### src/hw/sadc_consts.svh
// constants of the serial command decoder and configuration register
`ifndef SADC_CONSTS_SVH
`define SADC_CONSTS_SVH
`define SADC_CMD_PWDN     4'h8
`define SADC_CMD_RD_CFG   4'h9
`define SADC_CMD_WR_CFG   4'hA
`define SADC_CMD_TST_MID  4'hB
`define SADC_CMD_TST_LOW  4'hC
`define SADC_CMD_TST_HIGH 4'hD
`define SADC_CMD_FIFO_RD  4'hE
`define SADC_TEST_NONE    2'h0
`define SADC_TEST_MID     2'h1
`define SADC_TEST_LOW     2'h2
`define SADC_TEST_HIGH    2'h3
`define SADC_CFG_RESET    12'h000
`define SADC_CFG_REF_SRC  11
`define SADC_CFG_REF_LVL  10
`define SADC_CFG_LONG     9
`define SADC_CFG_CLK_HI   8
`define SADC_CFG_CLK_LO   7
`define SADC_CFG_MODE_HI  6
`define SADC_CFG_MODE_LO  5
`define SADC_CFG_ORD_HI   4
`define SADC_CFG_ORD_LO   3
`define SADC_CFG_PIN_EOC  2
`define SADC_CFG_THR_HI   1
`define SADC_CFG_THR_LO   0
`define SADC_CLK_OSC      2'h0
`define SADC_CLK_SCLK     2'h1
`define SADC_CLK_DIV4     2'h2
`define SADC_CLK_DIV2     2'h3
`define SADC_MODE_SINGLE  2'h0
`define SADC_SAMP_SHORT   5'h0C
`define SADC_SAMP_LONG    5'h18
`define SADC_THR_FULL     4'h8
`define SADC_THR_3Q       4'h6
`define SADC_THR_HALF     4'h4
`define SADC_THR_1Q       4'h2
`define SADC_LAST_BIT     4'hF
`define SADC_CMD_BIT      4'h3
`endif

### src/hw/sadc_pkg.sv
// types of the serial command decoder
package sadc_pkg;
  typedef enum logic [1:0] {st_idle, st_shift, st_done} sadc_state_e;
  typedef struct packed {
    sadc_state_e st;
    logic        spi;
    logic [3:0]  in_cnt;
    logic [3:0]  out_cnt;
    logic [15:0] in_sr;
    logic [15:0] out_word;
    logic        sout;
    logic        oe;
    logic [11:0] cfg;
    logic        cfg_init;
    logic [3:0]  cmd;
    logic        pd;
    logic        samp_act;
    logic [4:0]  samp_cnt;
    logic [1:0]  div_cnt;
    logic [2:0]  sweep_idx;
    logic [2:0]  chan;
    logic [1:0]  test;
    logic        start_p;
    logic        end_p;
    logic        sw_pd_p;
    logic        pop_p;
    logic        tick;
    logic        busy_q;
    logic        int_f;
    logic        status_n;
  } sadc_regs_s;
endpackage

### src/hw/sadc_edge_det.sv
// edge detector for the serial pins
`timescale 1ns/10ps
module sadc_edge_det (
  input  wire logic       core_clk,
  input  wire logic       nrst,
  input  wire logic [2:0] pins,
  output logic      [2:0] rise,
  output logic      [2:0] fall
);
  logic [2:0] prev_q;
  genvar i;
  generate
    for (i = 0; i < 3; i++) begin : g_pin
      always_ff @(posedge core_clk) begin
        if (!nrst) begin
          // start at the pin level so leaving reset shows no false edge
          prev_q[i] <= pins[i];
        end else begin
          prev_q[i] <= pins[i];
        end
      end
      assign rise[i] = pins[i] & ~prev_q[i];
      assign fall[i] = ~pins[i] & prev_q[i];
    end
  endgenerate
endmodule // sadc_edge_det

### src/hw/sadc_sweep_seq.sv
// sweep channel sequence table
`timescale 1ns/10ps
module sadc_sweep_seq (
  input  wire logic [2:0] idx,
  input  wire logic [1:0] order,
  input  wire logic       eight_ch,
  output logic      [2:0] chan
);
  logic [2:0] c;
  always_comb begin
    case (order)
      2'h0:    c = idx;
      2'h1:    c = {idx[1:0], 1'b0};
      2'h2:    c = {idx[2:1], 1'b0};
      default: c = {1'b0, idx[0], 1'b0};
    endcase
    // four-channel part: even codes halve, order 00 runs as 01
    if (eight_ch) begin
      chan = c;
    end else if (order == 2'h0) begin
      chan = {1'b0, idx[1:0]};
    end else begin
      chan = {1'b0, c[2:1]};
    end
  end
endmodule // sadc_sweep_seq

### src/hw/sadc_cmd_cfg.sv
// serial command decoder and 12-bit configuration register
//
// Behaviour
// (RQ1) frames are 16 bits msb first: 4-bit command then 12 data bits
// (RQ2) config read returns don't-care nibble then the 12 configuration bits
// (RQ3) conversion and fifo read return result in bits 15:4, zeros below
// (RQ4) results pass through as unipolar straight binary codes
// (RQ5) frame sync high at chip-select fall: capture rising, shift falling
// (RQ6) frame sync falling starts frame: capture falling, shift rising
// (RQ7) codes 0-7 select channels; four-channel part takes even codes only
// (RQ8) code 8 powers down analog and reference in software
// (RQ9) code A writes the following 12 data bits into configuration
// (RQ10) codes B, C, D select mid, low and high reference test inputs
// (RQ11) host must send A000h after power-up to set host interface
// (RQ12) configuration survives hardware and software power down
// (RQ13) a write may pause after 8 bits and resume with the clock
// (RQ14) configuration read is valid only in single-shot mode
// (RQ15) bit 11 picks reference source, bit 10 picks internal level
// (RQ16) bit 9 picks 12 or 24 serial clocks of sampling
// (RQ17) bits 8:7 pick conversion clock: osc, sclk, sclk/4, sclk/2
// (RQ18) bits 6:5 pick single, repeat, sweep or repeat sweep mode
// (RQ19) bits 4:3 pick sweep order, only used in sweep modes
// (RQ20) bit 2 makes status pin interrupt or end of conversion
// (RQ21) bits 1:0 pick fifo threshold full, 3/4, 1/2, 1/4
// (RQ22) quarter threshold fires after two entries are filled
// (RQ23) frame start clears 4-bit counter; output floats after 16 bits
// (RQ24) sampling starts after 4 bits only for conversion commands
`timescale 1ns/10ps
`include "sadc_consts.svh"
module sadc_cmd_cfg #(
  parameter bit EIGHT_CH = 1'b1
) (
  input  wire logic        core_clk,
  input  wire logic        nrst,
  input  wire logic        cs_n,
  input  wire logic        frame_sync,
  input  wire logic        serial_clk,
  input  wire logic        serial_in,
  output logic             serial_out,
  output logic             serial_out_oe,
  input  wire logic [11:0] result_data,
  input  wire logic        osc_tick,
  input  wire logic        conv_busy,
  input  wire logic [3:0]  fifo_count,
  input  wire logic        sweep_step,
  output logic             sample_start,
  output logic             sample_end,
  output logic      [2:0]  chan_sel,
  output logic      [1:0]  test_sel,
  output logic             sw_power_down,
  output logic             power_down,
  output logic             fifo_pop,
  output logic             conv_tick,
  output logic      [11:0] cfg_out,
  output logic             cfg_written,
  output logic             status_n,
  output logic      [2:0]  sweep_chan
);
  localparam sadc_pkg::sadc_regs_s RST = '{
    st: sadc_pkg::st_idle, cfg: `SADC_CFG_RESET, status_n: 1'b1,
    default: '0};

  sadc_pkg::sadc_regs_s q;
  sadc_pkg::sadc_regs_s d;
  logic [2:0]  rise;
  logic [2:0]  fall;
  logic        start_spi;
  logic        start_fs;
  logic        frame_go;
  logic        active;
  logic        cap;
  logic        shf;
  logic        dec;
  logic        fin;
  logic [3:0]  cmd_now;
  logic [15:0] word_now;
  logic        wr_fire;
  logic        is_chan;
  logic        is_test;
  logic        chan_ok;
  logic [2:0]  chan_now;
  logic [4:0]  samp_len;
  logic [3:0]  thr;
  logic        fifo_hit;
  logic        single;
  logic [2:0]  seq_chan;

  sadc_edge_det u_edge (
    .core_clk (core_clk),
    .nrst     (nrst),
    .pins     ({serial_clk, frame_sync, cs_n}),
    .rise     (rise),
    .fall     (fall)
  );

  sadc_sweep_seq u_seq (
    .idx      (q.sweep_idx),
    .order    (q.cfg[`SADC_CFG_ORD_HI:`SADC_CFG_ORD_LO]),
    .eight_ch (EIGHT_CH),
    .chan     (seq_chan)
  );

  assign start_spi = fall[0] & frame_sync;                  // [RQ5]
  assign start_fs  = fall[1] & ~cs_n & ~start_spi;          // [RQ6]
  assign frame_go  = start_spi | start_fs;
  assign active    = (q.st == sadc_pkg::st_shift) & ~cs_n & ~frame_go;
  assign cap       = active & (q.spi ? rise[2] : fall[2]);  // [RQ5] [RQ6]
  assign shf       = (q.st != sadc_pkg::st_idle) & ~cs_n & ~frame_go
                     & (q.spi ? fall[2] : rise[2]);         // [RQ5] [RQ6]
  assign word_now  = {q.in_sr[14:0], serial_in};            // [RQ1]
  assign cmd_now   = word_now[3:0];
  assign dec       = cap & (q.in_cnt == `SADC_CMD_BIT);     // [RQ1]
  assign fin       = cap & (q.in_cnt == `SADC_LAST_BIT);
  assign wr_fire   = fin & (q.cmd == `SADC_CMD_WR_CFG);     // [RQ9]
  assign single    = q.cfg[`SADC_CFG_MODE_HI:`SADC_CFG_MODE_LO]
                     == `SADC_MODE_SINGLE;
  assign is_chan   = ~cmd_now[3];
  assign chan_ok   = EIGHT_CH | ~cmd_now[0];                // [RQ7]
  assign chan_now  = EIGHT_CH ? cmd_now[2:0]
                              : {1'b0, cmd_now[2:1]};       // [RQ7]
  assign is_test   = (cmd_now == `SADC_CMD_TST_MID) |
                     (cmd_now == `SADC_CMD_TST_LOW) |
                     (cmd_now == `SADC_CMD_TST_HIGH);
  assign samp_len  = q.cfg[`SADC_CFG_LONG] ? `SADC_SAMP_LONG
                                           : `SADC_SAMP_SHORT; // [RQ16]

  always_comb begin
    case (q.cfg[`SADC_CFG_THR_HI:`SADC_CFG_THR_LO])  // [RQ21]
      2'h0:    thr = `SADC_THR_FULL;
      2'h1:    thr = `SADC_THR_3Q;
      2'h2:    thr = `SADC_THR_HALF;
      default: thr = `SADC_THR_1Q;                   // [RQ22]
    endcase
  end
  assign fifo_hit = ~single & (fifo_count >= thr);   // [RQ21]

  always_comb begin
    d         = q;
    d.start_p = 1'b0;
    d.end_p   = 1'b0;
    d.sw_pd_p = 1'b0;
    d.pop_p   = 1'b0;
    d.tick    = 1'b0;
    d.busy_q  = conv_busy;
    if (frame_go) begin
      // counter cleared, previous result presented msb first
      d.st       = sadc_pkg::st_shift;                      // [RQ23]
      d.spi      = start_spi;
      d.in_cnt   = 4'h0;                                    // [RQ23]
      d.out_cnt  = 4'h0;
      d.in_sr    = 16'h0000;
      d.out_word = {result_data, 4'h0};                     // [RQ3] [RQ4]
      d.sout     = result_data[11];
      d.oe       = 1'b1;
      d.pd       = 1'b0;
      d.int_f    = 1'b0;
    end else if (cs_n) begin
      d.st = sadc_pkg::st_idle;
      d.oe = 1'b0;
    end else begin
      case (q.st)
        sadc_pkg::st_shift: begin
          // edges only advance the frame, so a paused clock is harmless
          if (cap) begin                                    // [RQ13]
            d.in_sr  = word_now;
            d.in_cnt = q.in_cnt + 4'h1;
          end
          if (dec) begin
            d.cmd = cmd_now;
            if (cmd_now == `SADC_CMD_RD_CFG && single) begin
              d.out_word[11:0] = q.cfg;                     // [RQ2] [RQ14]
            end
            if (cmd_now == `SADC_CMD_PWDN) begin
              d.sw_pd_p = 1'b1;                             // [RQ8]
              d.pd      = 1'b1;                             // [RQ8] [RQ12]
            end
            if ((is_chan && chan_ok) || is_test) begin
              d.start_p  = 1'b1;                            // [RQ24]
              d.samp_act = 1'b1;
              d.samp_cnt = 5'h00;
              d.chan     = is_chan ? chan_now : q.chan;     // [RQ7]
              case (cmd_now)                                // [RQ10]
                `SADC_CMD_TST_MID:  d.test = `SADC_TEST_MID;
                `SADC_CMD_TST_LOW:  d.test = `SADC_TEST_LOW;
                `SADC_CMD_TST_HIGH: d.test = `SADC_TEST_HIGH;
                default:            d.test = `SADC_TEST_NONE;
              endcase
            end
          end
          if (fin) begin
            d.st = sadc_pkg::st_done;
            if (wr_fire) begin
              d.cfg       = word_now[11:0];                 // [RQ9] [RQ11]
              d.cfg_init  = 1'b1;
              d.sweep_idx = 3'h0;
            end
            if (q.cmd == `SADC_CMD_FIFO_RD) begin
              d.pop_p = 1'b1;                               // [RQ3]
            end
          end
          if (shf && q.oe) begin
            d.out_cnt = q.out_cnt + 4'h1;
            d.sout    = d.out_word[4'hF - d.out_cnt];
            if (q.out_cnt == `SADC_LAST_BIT) begin
              d.oe = 1'b0;                                  // [RQ23]
            end
          end
        end
        sadc_pkg::st_done: begin
          if (shf && q.oe) begin
            d.oe = 1'b0;                                    // [RQ23]
          end
        end
        default: begin
          d.oe = 1'b0;
        end
      endcase
    end
    // sampling window counted in serial clocks of the active polarity
    if (q.samp_act && !d.start_p && (q.spi ? rise[2] : fall[2])) begin
      d.samp_cnt = q.samp_cnt + 5'h01;
      if (d.samp_cnt == samp_len) begin                     // [RQ16]
        d.samp_act = 1'b0;
        d.end_p    = 1'b1;
      end
    end
    // conversion clock source
    if (rise[2]) begin
      d.div_cnt = q.div_cnt + 2'h1;
    end
    case (q.cfg[`SADC_CFG_CLK_HI:`SADC_CFG_CLK_LO])         // [RQ17]
      `SADC_CLK_OSC:  d.tick = osc_tick;
      `SADC_CLK_SCLK: d.tick = rise[2];
      `SADC_CLK_DIV4: d.tick = rise[2] & (q.div_cnt == 2'h3);
      default:        d.tick = rise[2] & q.div_cnt[0];
    endcase
    if (sweep_step && q.cfg[`SADC_CFG_MODE_HI]) begin       // [RQ19]
      d.sweep_idx = q.sweep_idx + 3'h1;
    end
    // interrupt: set wins over the frame-start clear
    if ((single && q.busy_q && !conv_busy) || fifo_hit) begin
      d.int_f = 1'b1;                                       // [RQ21]
    end
    d.status_n = q.cfg[`SADC_CFG_PIN_EOC] ? ~conv_busy
                                          : ~d.int_f;       // [RQ20]
  end

  always_ff @(posedge core_clk) begin
    if (!nrst) begin
      q <= RST;
    end else begin
      q <= d;
    end
  end

  // reference and mode fields are carried out whole on cfg_out
  assign serial_out    = q.sout;
  assign serial_out_oe = q.oe;
  assign sample_start  = q.start_p;
  assign sample_end    = q.end_p;
  assign chan_sel      = q.chan;
  assign test_sel      = q.test;
  assign sw_power_down = q.sw_pd_p;
  assign power_down    = q.pd;
  assign fifo_pop      = q.pop_p;
  assign conv_tick     = q.tick;
  assign cfg_out       = q.cfg;                             // [RQ15] [RQ18]
  assign cfg_written   = q.cfg_init;
  assign status_n      = q.status_n;
  assign sweep_chan    = seq_chan;                          // [RQ19]

  logic [11:0] wr_word;
  assign wr_word = word_now[11:0];
endmodule // sadc_cmd_cfg

### config.mk
export PLATFORM = sky130hd
export DESIGN_NAME = sadc_cmd_cfg
export DESIGN_NICKNAME = d
export VERILOG_FILES = /design/src/hw/sadc_pkg.sv /design/src/hw/sadc_edge_det.sv /design/src/hw/sadc_sweep_seq.sv /design/src/hw/sadc_cmd_cfg.sv
export VERILOG_INCLUDE_DIRS = /design/src /design/src/hw
export SDC_FILE = /design/constraint.sdc
export NUM_CORES = 1
export LEC_CHECK = 0
export ABC_CLOCK_PERIOD_IN_PS = 2400
export BUFFER_PORTS_ARGS = -buffer_cell sky130_fd_sc_hd__buf_2
export CAP_MARGIN = 20
export CORE_MARGIN = 3
export CORE_UTILIZATION = 25
export DETAILED_ROUTE_END_ITERATION = 16
export PLACE_DENSITY = 0.47
export SYNTH_ARGS = -nofsm -noshare
export SYNTH_HDL_FRONTEND = slang
export SYNTH_SLANG_ARGS = --single-unit
### constraint.sdc
create_clock -name core_clk -period 2.4 [get_ports core_clk]
set_input_delay 0.48 -clock core_clk [delete_from_list [all_inputs] [get_ports core_clk]]
set_output_delay 0.48 -clock core_clk [all_outputs]
set_load 0.005 [all_outputs]
* Word level (Yosys, flattened, before mapping)
Cells that the tools add are included.
W data, S select, Z words.
** Cells by class
- Add/subtract/negate cells :: 6
- Magnitude comparators :: 2
- Equality and inequality tests :: 28
- Muxes and demuxes :: 48
- Bitwise logic cells :: 36
- Reduce and logical (&&, ||, !) cells :: 46
** Operator list (count)
- $mux W12 :: 5
- $mux W6 :: 8
- $eq A4 B4 Y1 const B :: 9
- $mux W9 :: 3
- $mux W13 :: 2
- $reduce_and A5 Y1 :: 4
- $and A1 B1 Y1 :: 19
- $reduce_bool A2 Y1 :: 9
- $mux W1 :: 17
- $mux W14 :: 1
- $not A1 Y1 :: 14
- $mux W3 :: 4
- $pmux W4 S3 :: 1
- $reduce_and A3 Y1 :: 4
- $eq A2 B2 Y1 const B :: 5
- $ne A2 B1 Y1 const B :: 5
- $reduce_and A2 Y1 :: 5
- $reduce_or A5 Y1 :: 2
- $pmux W3 S3 :: 1
- $add A4 B1 Y4 const B :: 2
- $eq A2 B1 Y1 const B :: 4
- $logic_not A2 Y1 :: 4
- $ne A4 B3 Y1 const B :: 2
- $reduce_and A4 Y1 :: 2
- 23 further kinds :: 34
** Storage, ports and cells
- Bits in registers :: 85
- Input port bits :: 25

* Logic depth before layout (Yosys ltp)
Gate-level depths: netlist (run 1).
- Word-level depth :: 21
- Depth in mapped cells :: 10
- Gate-level depth less buffers :: 10

* By module
From an unflattened synthesis (run 1), not the netlist that was laid out.
** Second synthesis, totals
- Cells, all modules :: 486
- Area total of the unflattened synthesis :: 4142.7 µm²
** By module, submodules not included
- sadc_cmd_cfg :: instances 1, cells an instance 464, area each 3962.6 µm², sequential area each 1641.6 µm²
- sadc_edge_det :: instances 1, cells an instance 9, area each 97.6 µm², sequential area each 60.1 µm²
- sadc_sweep_seq :: instances 1, cells an instance 13, area each 82.6 µm², sequential area each 0.0 µm²

* Worst setup path after synthesis (run 1)
OpenSTA, ideal clock, no wires.
- Path type :: input to register
- Start :: in cs_n
- End :: reg q, in the netlist serial_out
- Library setup time :: 86 ps
- Arrival :: 2125 ps
- Required time :: 2314 ps
- Setup slack :: 188 ps
- Cell stages on the path :: 8
- Path buffers :: 2
- Cells stage by stage :: buf_6 -> nor3b_4 -> o2111ai_4 -> or2_1 -> buf_2 -> mux2i_1 -> a211o_1 -> a221oi_2
** Between the ends
- Word-level cells in the longest chain between the ends :: 20
- Elaborated cells between the ends (all ways) :: 30
** RTL lines
- start, declared :: RTL line sadc_cmd_cfg.sv:35 : input wire logic cs_n,
- $not A1 Y1 (no source line)
- $and A1 B1 Y1 :: RTL line sadc_edge_det.sv:23 : assign fall[i] = ~pins[i] & prev_q[i];
- $and A1 B1 Y1 :: RTL line sadc_cmd_cfg.sv:103 : assign start_spi = fall[0] & frame_sync;
- $not A1 Y1 :: RTL line sadc_cmd_cfg.sv:104 : assign start_fs = fall[1] & ~cs_n & ~start_spi;
- $and A1 B1 Y1 :: RTL line sadc_cmd_cfg.sv:104
- $or A1 B1 Y1 :: RTL line sadc_cmd_cfg.sv:105 : assign frame_go = start_spi | start_fs;
- $not A1 Y1 (no source line)
- $and A1 B1 Y1 :: RTL line sadc_cmd_cfg.sv:106 : assign active = (q.st == sadc_pkg::st_shift) & ~cs_n & ~frame_go;
- [... 4 more ...]
- $mux W12 :: RTL line sadc_cmd_cfg.sv:157 : end else if (cs_n) begin
- $mux W12 :: RTL line sadc_cmd_cfg.sv:145 : if (frame_go) begin
- $bmux W1 S4 :: RTL line sadc_cmd_cfg.sv:203 : d.sout = d.out_word[4'hF - d.out_cnt];
- $mux W1 (implied by the code) :: RTL line sadc_cmd_cfg.sv:203
- $mux W2 :: RTL line sadc_cmd_cfg.sv:201 : if (shf && q.oe) begin
- $mux W13 :: RTL line sadc_cmd_cfg.sv:161 : case (q.st)
- $mux W13 :: RTL line sadc_cmd_cfg.sv:157
- $mux W14 :: RTL line sadc_cmd_cfg.sv:145
- end signal, assigned :: RTL line sadc_cmd_cfg.sv:250 : q <= RST;
- end signal, assigned :: RTL line sadc_cmd_cfg.sv:252 : q <= d;
- end, declared :: RTL line sadc_cmd_cfg.sv:63 : sadc_pkg::sadc_regs_s q;
Parallel ways exist; a longest one is shown, timed or not. The select of a mux whose other input is x is not followed.
A chain may end at the register's enable or synchronous reset.

* Final worst setup path (run 1)
- Start :: reg q, in the netlist cfg_out[1]
- End :: reg q, in the netlist status_n
** Between the ends
- Word-level cells in the longest chain between the ends :: 8
- Elaborated cells between the ends (all ways) :: 10
** RTL lines
- $eq A2 B2 Y1 (tied with other cells) :: RTL line sadc_cmd_cfg.sv:128 : case (q.cfg[`SADC_CFG_THR_HI:`SADC_CFG_THR_LO])
- $pmux W4 S3 (*) :: RTL line sadc_cmd_cfg.sv:128
- $ge A4 B4 Y1 (*) :: RTL line sadc_cmd_cfg.sv:135 : assign fifo_hit = ~single & (fifo_count >= thr);
- $and A1 B1 Y1 (*) :: RTL line sadc_cmd_cfg.sv:135
- $logic_or A1 B1 Y1 (*) :: RTL line sadc_cmd_cfg.sv:241 : if ((single && q.busy_q && !conv_busy) || fifo_hit) begin
- $mux W1 (*) :: RTL line sadc_cmd_cfg.sv:241
- $not A1 Y1 (*) :: RTL line sadc_cmd_cfg.sv:245 : : ~d.int_f;
- $mux W1 (*) :: RTL line sadc_cmd_cfg.sv:244 : d.status_n = q.cfg[`SADC_CFG_PIN_EOC] ? ~conv_busy
Every way passes the cells marked *; elsewhere a longest branch is shown, timed or not.

==> metrics.md, run 1 <==
| Metric | Value |
|---|---|
| Synth Net Count | 505 |
| First-pass GRT wire length | between 15000 and 20000 microns |
| Highest Signal Layer | met4 |
| Initial antenna violation count | 0 |
| Port bufs | 54 |
| Layout cells sized above 1 | 0.211 |
| Worst-Margin Slew | 403 ps |
| Routability Congestion | 0.807 |
| Syn avg cell area | 8.65 sq um |
| Worst reg2reg path endpoint | status_n$_SDFF_PN1_ |
| Crit Path Category | reg2reg |
| Global route overflow | 0 |
| Fin crit period | 2170 ps |
| Peak supply drop | about 0.36 mV |
| P_leak | 1.90 nW |
| Worst clock skew | 7.94 ps |
| WL/cell | ~14 microns |
| TritonCTS Sinks | between 80 and 90 |
| Longest Clk Path Bufs | 2 |
| Largest net degree at the start of global routing | 32 |
| Post-Route M1 WL | 5190 microns |
| R2R Path Start | cfg_out[1]$_SDFFE_PN0P_ |
| Layout area overhead | 19.2% |
| Max Cap Viol | 0 |
| Sequential element share of the synthesized area | 0.419 |
| Total GRT Usage | 0.120 |
| Worst setup path start | cfg_out[1]$_SDFFE_PN0P_ |
| Yosys reg bits | 85 |
| Die Ht | 133 microns |
| H-tree Lvls | 3 |
| WL final | 10300 microns |
| R2r setup slk | 230 ps |
| Crit end category | register |
| Slew Viols, Final | 0 |
| I/O pins | 55 |
| Antenna Nets Post-Route | 0 |
| Pre-Repair DR Iteration Count | 4 |
| CP Launch Type | register |
| Post-synth ARST share | 0 |
| Die Wd | 133 microns |
| Met3 routed WL | 429 microns |
| DP Wirelength | 7650 microns |
| Vias per cell | around 4.5 |
| Endpoints failing hold | 0 |
| Relative slew slack | 0.726 |
| Critical Path AT | about 2400 ps |
| Fin Setup TNS | 0 ps |
| # setup viols final | 0 |
| Vias | 3267 |
| Layout Nets | 548 |
| RSZ-0062 raised after global routing | no |
| Worst EP required | between 2000 and 3000 ps |
| Status | finished clean |
| Diodes inserted | 0 |
| Core Region | 0.0155 sq mm |
| Die ar. | 0.0178 sq mm |
| Worst hold path class | in2reg |
| Part of the cycle the worst path needs | 0.905 |
| Initial Util | 0.261 |
| CP endpoint | status_n$_SDFF_PN1_ |
| Inserted Clock Buffers | 9 |
| Clock Tree Root | clkbuf_16 |
| Met2 WL | 4460 microns |
| Mapped cell area | 0.00406 sq mm |
| CTS tree | built |
| Ys flop type | dfxtp_1 |
| Worst Path Max Fanout | 6 |
| Util after Layout | 0.311 |
| # rows | 45 |
| Power Density | 626 mW/mm^2 |
| Worst skew pair latency | 340 ps |
| Clock transition at path regs | 60 ps |
| # DRC | 0 |
| Worst reg2reg path depth | 10 |
| Synth Instances | 469 |
| HP Start | frame_sync |
| Synth cell types | 60 |
| First DRT Iteration DRCs | 200 |
| Fmax | 460 MHz |
| Fillers | 1675 |
| Synth Warn # | 0 |
| Vias in the first global route | 3203 |
| Hold_buf cts | 0 |
| EDFF count, synth | 0 |
[synthesized netlist by cell type (5+ instances only)]
cell type / instances / area (sq um)
inv_1: 15 / 56.3
xor2_1: 12 / 105
nand2_1: 70 / 263
a311oi_1: 5 / 43.8
ha_1: 11 / 138
dfxtp_1: 85 / 1700
nand3_1: 11 / 55.1
clkbuf_1: 22 / 82.6
mux2i_1: 27 / 270
a21oi_1: 43 / 215
buf_4: 17 / 128
o21ai_0: 11 / 55.1
nor2_1: 57 / 214
nand3b_1: 7 / 52.6
[layout make-up]
cell class	instances	area (sq um)	area share
clock inverters	3	43.8	0.00906
repair buffers	78	475	0.0983
flip-flops and latches	85	1700	0.352
well taps	211	264	0.0546
multi-input cells	322	2030	0.421
clock buffers	12	256	0.0530
inverters	16	60.1	0.0124
[registers in the layout, summed over array words and instances (netlist names), 2 cells and up]
name and count:
chan_sel 3, u_edge.prev_q 3, cfg_out 12, q 52, chan_now 2, test_sel 2
[critical path: stages (launching register included)]
cell	delay, ps
dfxtp_1	460
inv_1	110
ha_1	180
or2_2	290
ha_1	270
nand2b_1	50
a21boi_0	160
o21ai_0	100
a21oi_1	180
a221oi_2	60
a21o_1	200
[timing repair]
item / CTS / global route
resized for setup: 0 / 2
setup buffers: 0 / 0
endpoints found under the setup margin: 0 / 3
[stage by stage]
step | total power [mW] | setup slack, ps | hold WS, ps | area, sq um | std cells
finish | 3.03 | 228 | 292 | 4840 | 727
global route | 3.15 | 16.9 | 293 | 4840 | 727
CTS | 3.08 | 140 | 279 | 4820 | 727
detailed placement | 1.65 | 82.2 | 437 | 4520 | 712
global placement | 1.65 | 156 | 435 | 4520 | 712
floorplan | 1.58 | 188 | 419 | 4060 | 469
[per-layer routing]
layer	track usage	up-vias
met5	0	-
met4	0.0531	0
met3	0.0264	15
met2	0.184	61
met1	0.162	1531
li1	-	1660
[placed cells by master, fill, tap and decap left out, types with 7 or more instances in the layout]
| master | netlist | layout |
|---|---|---|
| a21oi_1 | 43 | 43 |
| buf_2 | 3 | 54 |
| buf_4 | 17 | 22 |
| clkbuf_16 | 0 | 9 |
| dfxtp_1 | 85 | 85 |
| ha_1 | 11 | 11 |
| inv_1 | 15 | 15 |
| mux2i_1 | 27 | 27 |
| nand2_1 | 70 | 70 |
| nand3_1 | 11 | 11 |
| nand3b_1 | 7 | 7 |
| nor2_1 | 57 | 57 |
| o21ai_0 | 11 | 11 |
| xor2_1 | 12 | 12 |
[how the worst min path moves through the flow]
stage | to | depth (start not counted)
after floorplan | fifo_pop$_SDFF_PP0_ | 2
after global placement | q[51]$_SDFFE_PN0P_ | 2
after detailed placement | q[48]$_SDFFE_PN0P_ | 2
after CTS | u_edge.prev_q[1]$_DFF_P_ | 1
after global routing | u_edge.prev_q[1]$_DFF_P_ | 1
final | u_edge.prev_q[1]$_DFF_P_ | 1
[cells by family (layout without fill, tap and decap cells)]
kind of cell    Yosys count  after routing  synth area share
fa+ha+maj                11             11            0.0339
buf+inv                  62            109            0.0817
flops                    85             85             0.419
simple gates            185            185             0.221
compound gates           77             77             0.119
mux                      33             33            0.0894
xor+xnor                 16             16            0.0345
[power breakdown]
part | leakage [nW] | internal (mW) | switching (mW)
clock network | 0.149 | 0.859 | 0.550
logic | 1.06 | 0.0707 | 0.0950
registers | 0.689 | 1.44 | 0.0164
total | 1.90 | 2.37 | 0.662
Power figures use the tool's default switching activity.
==> inputs of run 2 (changes only) <==
Settings changed: PLACE_DENSITY 0.47 to unset.
==> run 2 against run 1 <==
Net effect: flip-flop and latch count is the same; clock skew decreased by 2.0 ps; sequential power barely moved; non-clock buffer count shrank 5; via count decreased by 0.15%; critical path depth shrank 1; critical path type unchanged; highest routed layer unchanged.
==> metrics.md, run 2 (synthesized netlist as in run 1, its figures left out) <==
| Metric | Value |
|---|---|
| Pre-Repair DR Iteration Count | 4 (unchanged) |
| Commonest cells after routing, fill and taps aside | dfxtp_1 (85), nand2_1 (70), nor2_1 (57) (unchanged) |
| H-tree Lvls | 3 (unchanged) |
| Vias per cell | 4.52 (was 4.49) |
| Peak supply drop | 0.355 mV (was 0.360 mV) |
| Area after DPL | 0.00449 sq mm (was 0.00452 sq mm) |
| Largest net degree at the start of global routing | 43 (was 32) |
| Crit end category | register (unchanged) |
| Vias in the first global route | 3354 (was 3203) |
| Commonest non-fill, non-tap cell in the layout | dfxtp_1 (unchanged) |
| Worst path top cell family by delay | simple AND/OR/NAND/NOR gates (was compound AO/OA/AOI/OAI gates) |
| Pwr Total | 3.22 mW (was 3.03 mW) |
| Diodes inserted | 0 (unchanged) |
| Register area | 0.00170 sq mm (unchanged) |
| WL final | 10100 microns (was 10300 microns) |
| Critical Path AT | 2460 ps (was 2410 ps) |
| Crit Path Category | reg2reg (unchanged) |
| Slew Viols, Final | 0 (unchanged) |
| Post-Route M1 WL | 4660 microns (was 5190 microns) |
| P_leak | 1.89 nW (was 1.90 nW) |
| Antenna Nets Post-Route | 0 (unchanged) |
| # rows | 45 (unchanged) |
| Worst skew pair latency | 340 ps (about the same) |
| Setup Buffers After CTS | 0 (unchanged) |
| First-pass GRT wire length | 16800 microns (was 16900 microns) |
| Biggest register | q (unchanged) |
| WL/cell | 14.0 microns (was 14.2 microns) |
| Power Density | 664 mW/mm^2 (was 626 mW/mm^2) |
| CTS tree | built (unchanged) |
| CP Launch Type | register (unchanged) |
| First DRT Iteration DRCs | 179 (was 200) |
| Layout area overhead | 19.3% (was 19.2%) |
| Fmax | 453 MHz (was 460 MHz) |
| Worst Path Max Fanout | 13 (was 6) |
| Worst EP required | 2650 ps (was 2640 ps) |
| # DRC | 0 (unchanged) |
| Routability Congestion | 0.806 (was 0.807) |
| Post-route cell area | 0.00484 sq mm (about the same) |
| Critical-path cell list | ha_1 -> nor3b_1 -> buf_4 -> o2111ai_4 -> or2_1 -> buf_4 -> mux2i_1 -> nand3_1 -> a221oi_2 (was inv_1 -> ha_1 -> or2_2 -> ha_1 -> nand2b_1 -> a21boi_0 -> o21ai_0 -> a21oi_1 -> a221oi_2 -> a21o_1) |
| Place WS | 156 ps (was 82.2 ps) |
| Highest Signal Layer | met4 (unchanged) |
| Vias | 3262 (was 3267) |
| Fillers | 1659 (was 1675) |
| Inserted Clock Buffers | 9 (unchanged) |
| TritonCTS Sinks | 85 (unchanged) |
| DP Wirelength | 7370 microns (was 7650 microns) |
| Port bufs | 54 (unchanged) |
| Multi-input logic area | 0.00203 sq mm (about the same) |
| Worst-Margin Slew | 472 ps (was 403 ps) |
| Total GRT Usage | 0.117 (was 0.120) |
| Fin crit period | 2210 ps (was 2170 ps) |
| Relative slew slack | 0.685 (was 0.726) |
| Longest Clk Path Bufs | 2 (unchanged) |
| Layout Nets | 543 (was 548) |
| Worst clock skew | 5.89 ps (was 7.94 ps) |
| Initial Util | 0.261 (unchanged) |
| Setup WS post-layout | 193 ps (was 228 ps) |
| Fin Setup TNS | 0 ps (unchanged) |
| RSZ-0062 raised after global routing | no (unchanged) |
| Die ar. | 0.0178 sq mm (unchanged) |
| CP most frequent cell | buf_4 (was ha_1) |
| I/O pins | 55 (unchanged) |
| Largest register FFs | 52 (unchanged) |
| Worst Path Buf+Inv | 2 (was 1) |
| Max Cap Viol | 0 (unchanged) |
| Clock transition at path regs | 60 ps (about the same) |
| # setup viols final | 0 (unchanged) |
| Part of the cycle the worst path needs | 0.920 (was 0.905) |
| Global route overflow | 0 (unchanged) |
| Die Wd | 133 microns (unchanged) |
| Die Ht | 133 microns (unchanged) |
| Met2 WL | 4770 microns (was 4460 microns) |
| Layout cells sized above 1 | 0.204 (was 0.211) |
| Worst hold path class | in2reg (unchanged) |
| Critical Path Slowest Stage Cell | dfxtp_1 (unchanged) |
| Clock Tree Root | clkbuf_16 (unchanged) |
| Core Region | 0.0155 sq mm (unchanged) |
| Endpoints failing hold | 0 (unchanged) |
| Status | finished clean (unchanged) |
| Util after Layout | 0.312 (was 0.311) |
| Max stage delay on crit path | 380 ps (was 460 ps) |
| Initial antenna violation count | 0 (unchanged) |
| Met3 routed WL | 580 microns (was 429 microns) |
==> run 2: cell count changes in the layout (fill, tap and decap cells not counted), sizes merged <==
cell / before / now
buf: 78 / 73
bufinv: 1 / 3
clkbuf: 12 / 11
inv: 16 / 15
==> run 2: area by class of cell <==
| type | instances | area share |
|---|---|---|
| inverter | 16 | 0.0124 |
| sequential | 85 | 0.352 |
| clock inverter | 4 | 0.0196 |
| timing repair buffer | 73 | 0.0905 |
| multi-input combinational | 322 | 0.419 |
| tap | 211 | 0.0545 |
| clock buffer | 11 | 0.0522 |
==> run 2: metrics by stage <==
step	hold WS, ps	cells
4_1_cts	285	722
6_report	300	722
3_5_place_dp	442	707
5_1_grt	288	722
3_3_place_gp	436	707
2_1_floorplan	419	469
==> run 2: worst paths after layout <==
check / startpoint / end / slack, ps / cells past startpoint
worst max-delay path: q[80]$_SDFFE_PP0P_ / serial_out$_SDFFE_PN0P_ / 190 / 9
worst max register to register: q[80]$_SDFFE_PP0P_ / serial_out$_SDFFE_PN0P_ / 190 / 9
worst min register to register: power_down$_SDFFE_PP0P_ / power_down$_SDFFE_PP0P_ / 450 / 2
worst min-delay path: frame_sync / u_edge.prev_q[1]$_DFF_P_ / 300 / 1
==> run 2: repair_timing <==
action                     CTS  global route
hold buffers                 0             0
resized for setup            0             1
setup endpoints to repair    0             2
==> run 2: routing by layer <==
metal	vias to the layer above	global-route usage
li1	1652	-
met1	1525	0.144
met2	73	0.195
met3	12	0.0404
met4	0	0.0286
met5	-	0
==> run 2: power breakdown <==
group / switching, mW / internal (mW) / total (mW)
Combinational: 0.0967 / 0.0692 / 0.166
Clock: 0.530 / 1.07 / 1.60
Sequential: 0.0169 / 1.44 / 1.45
Total: 0.644 / 2.57 / 3.22
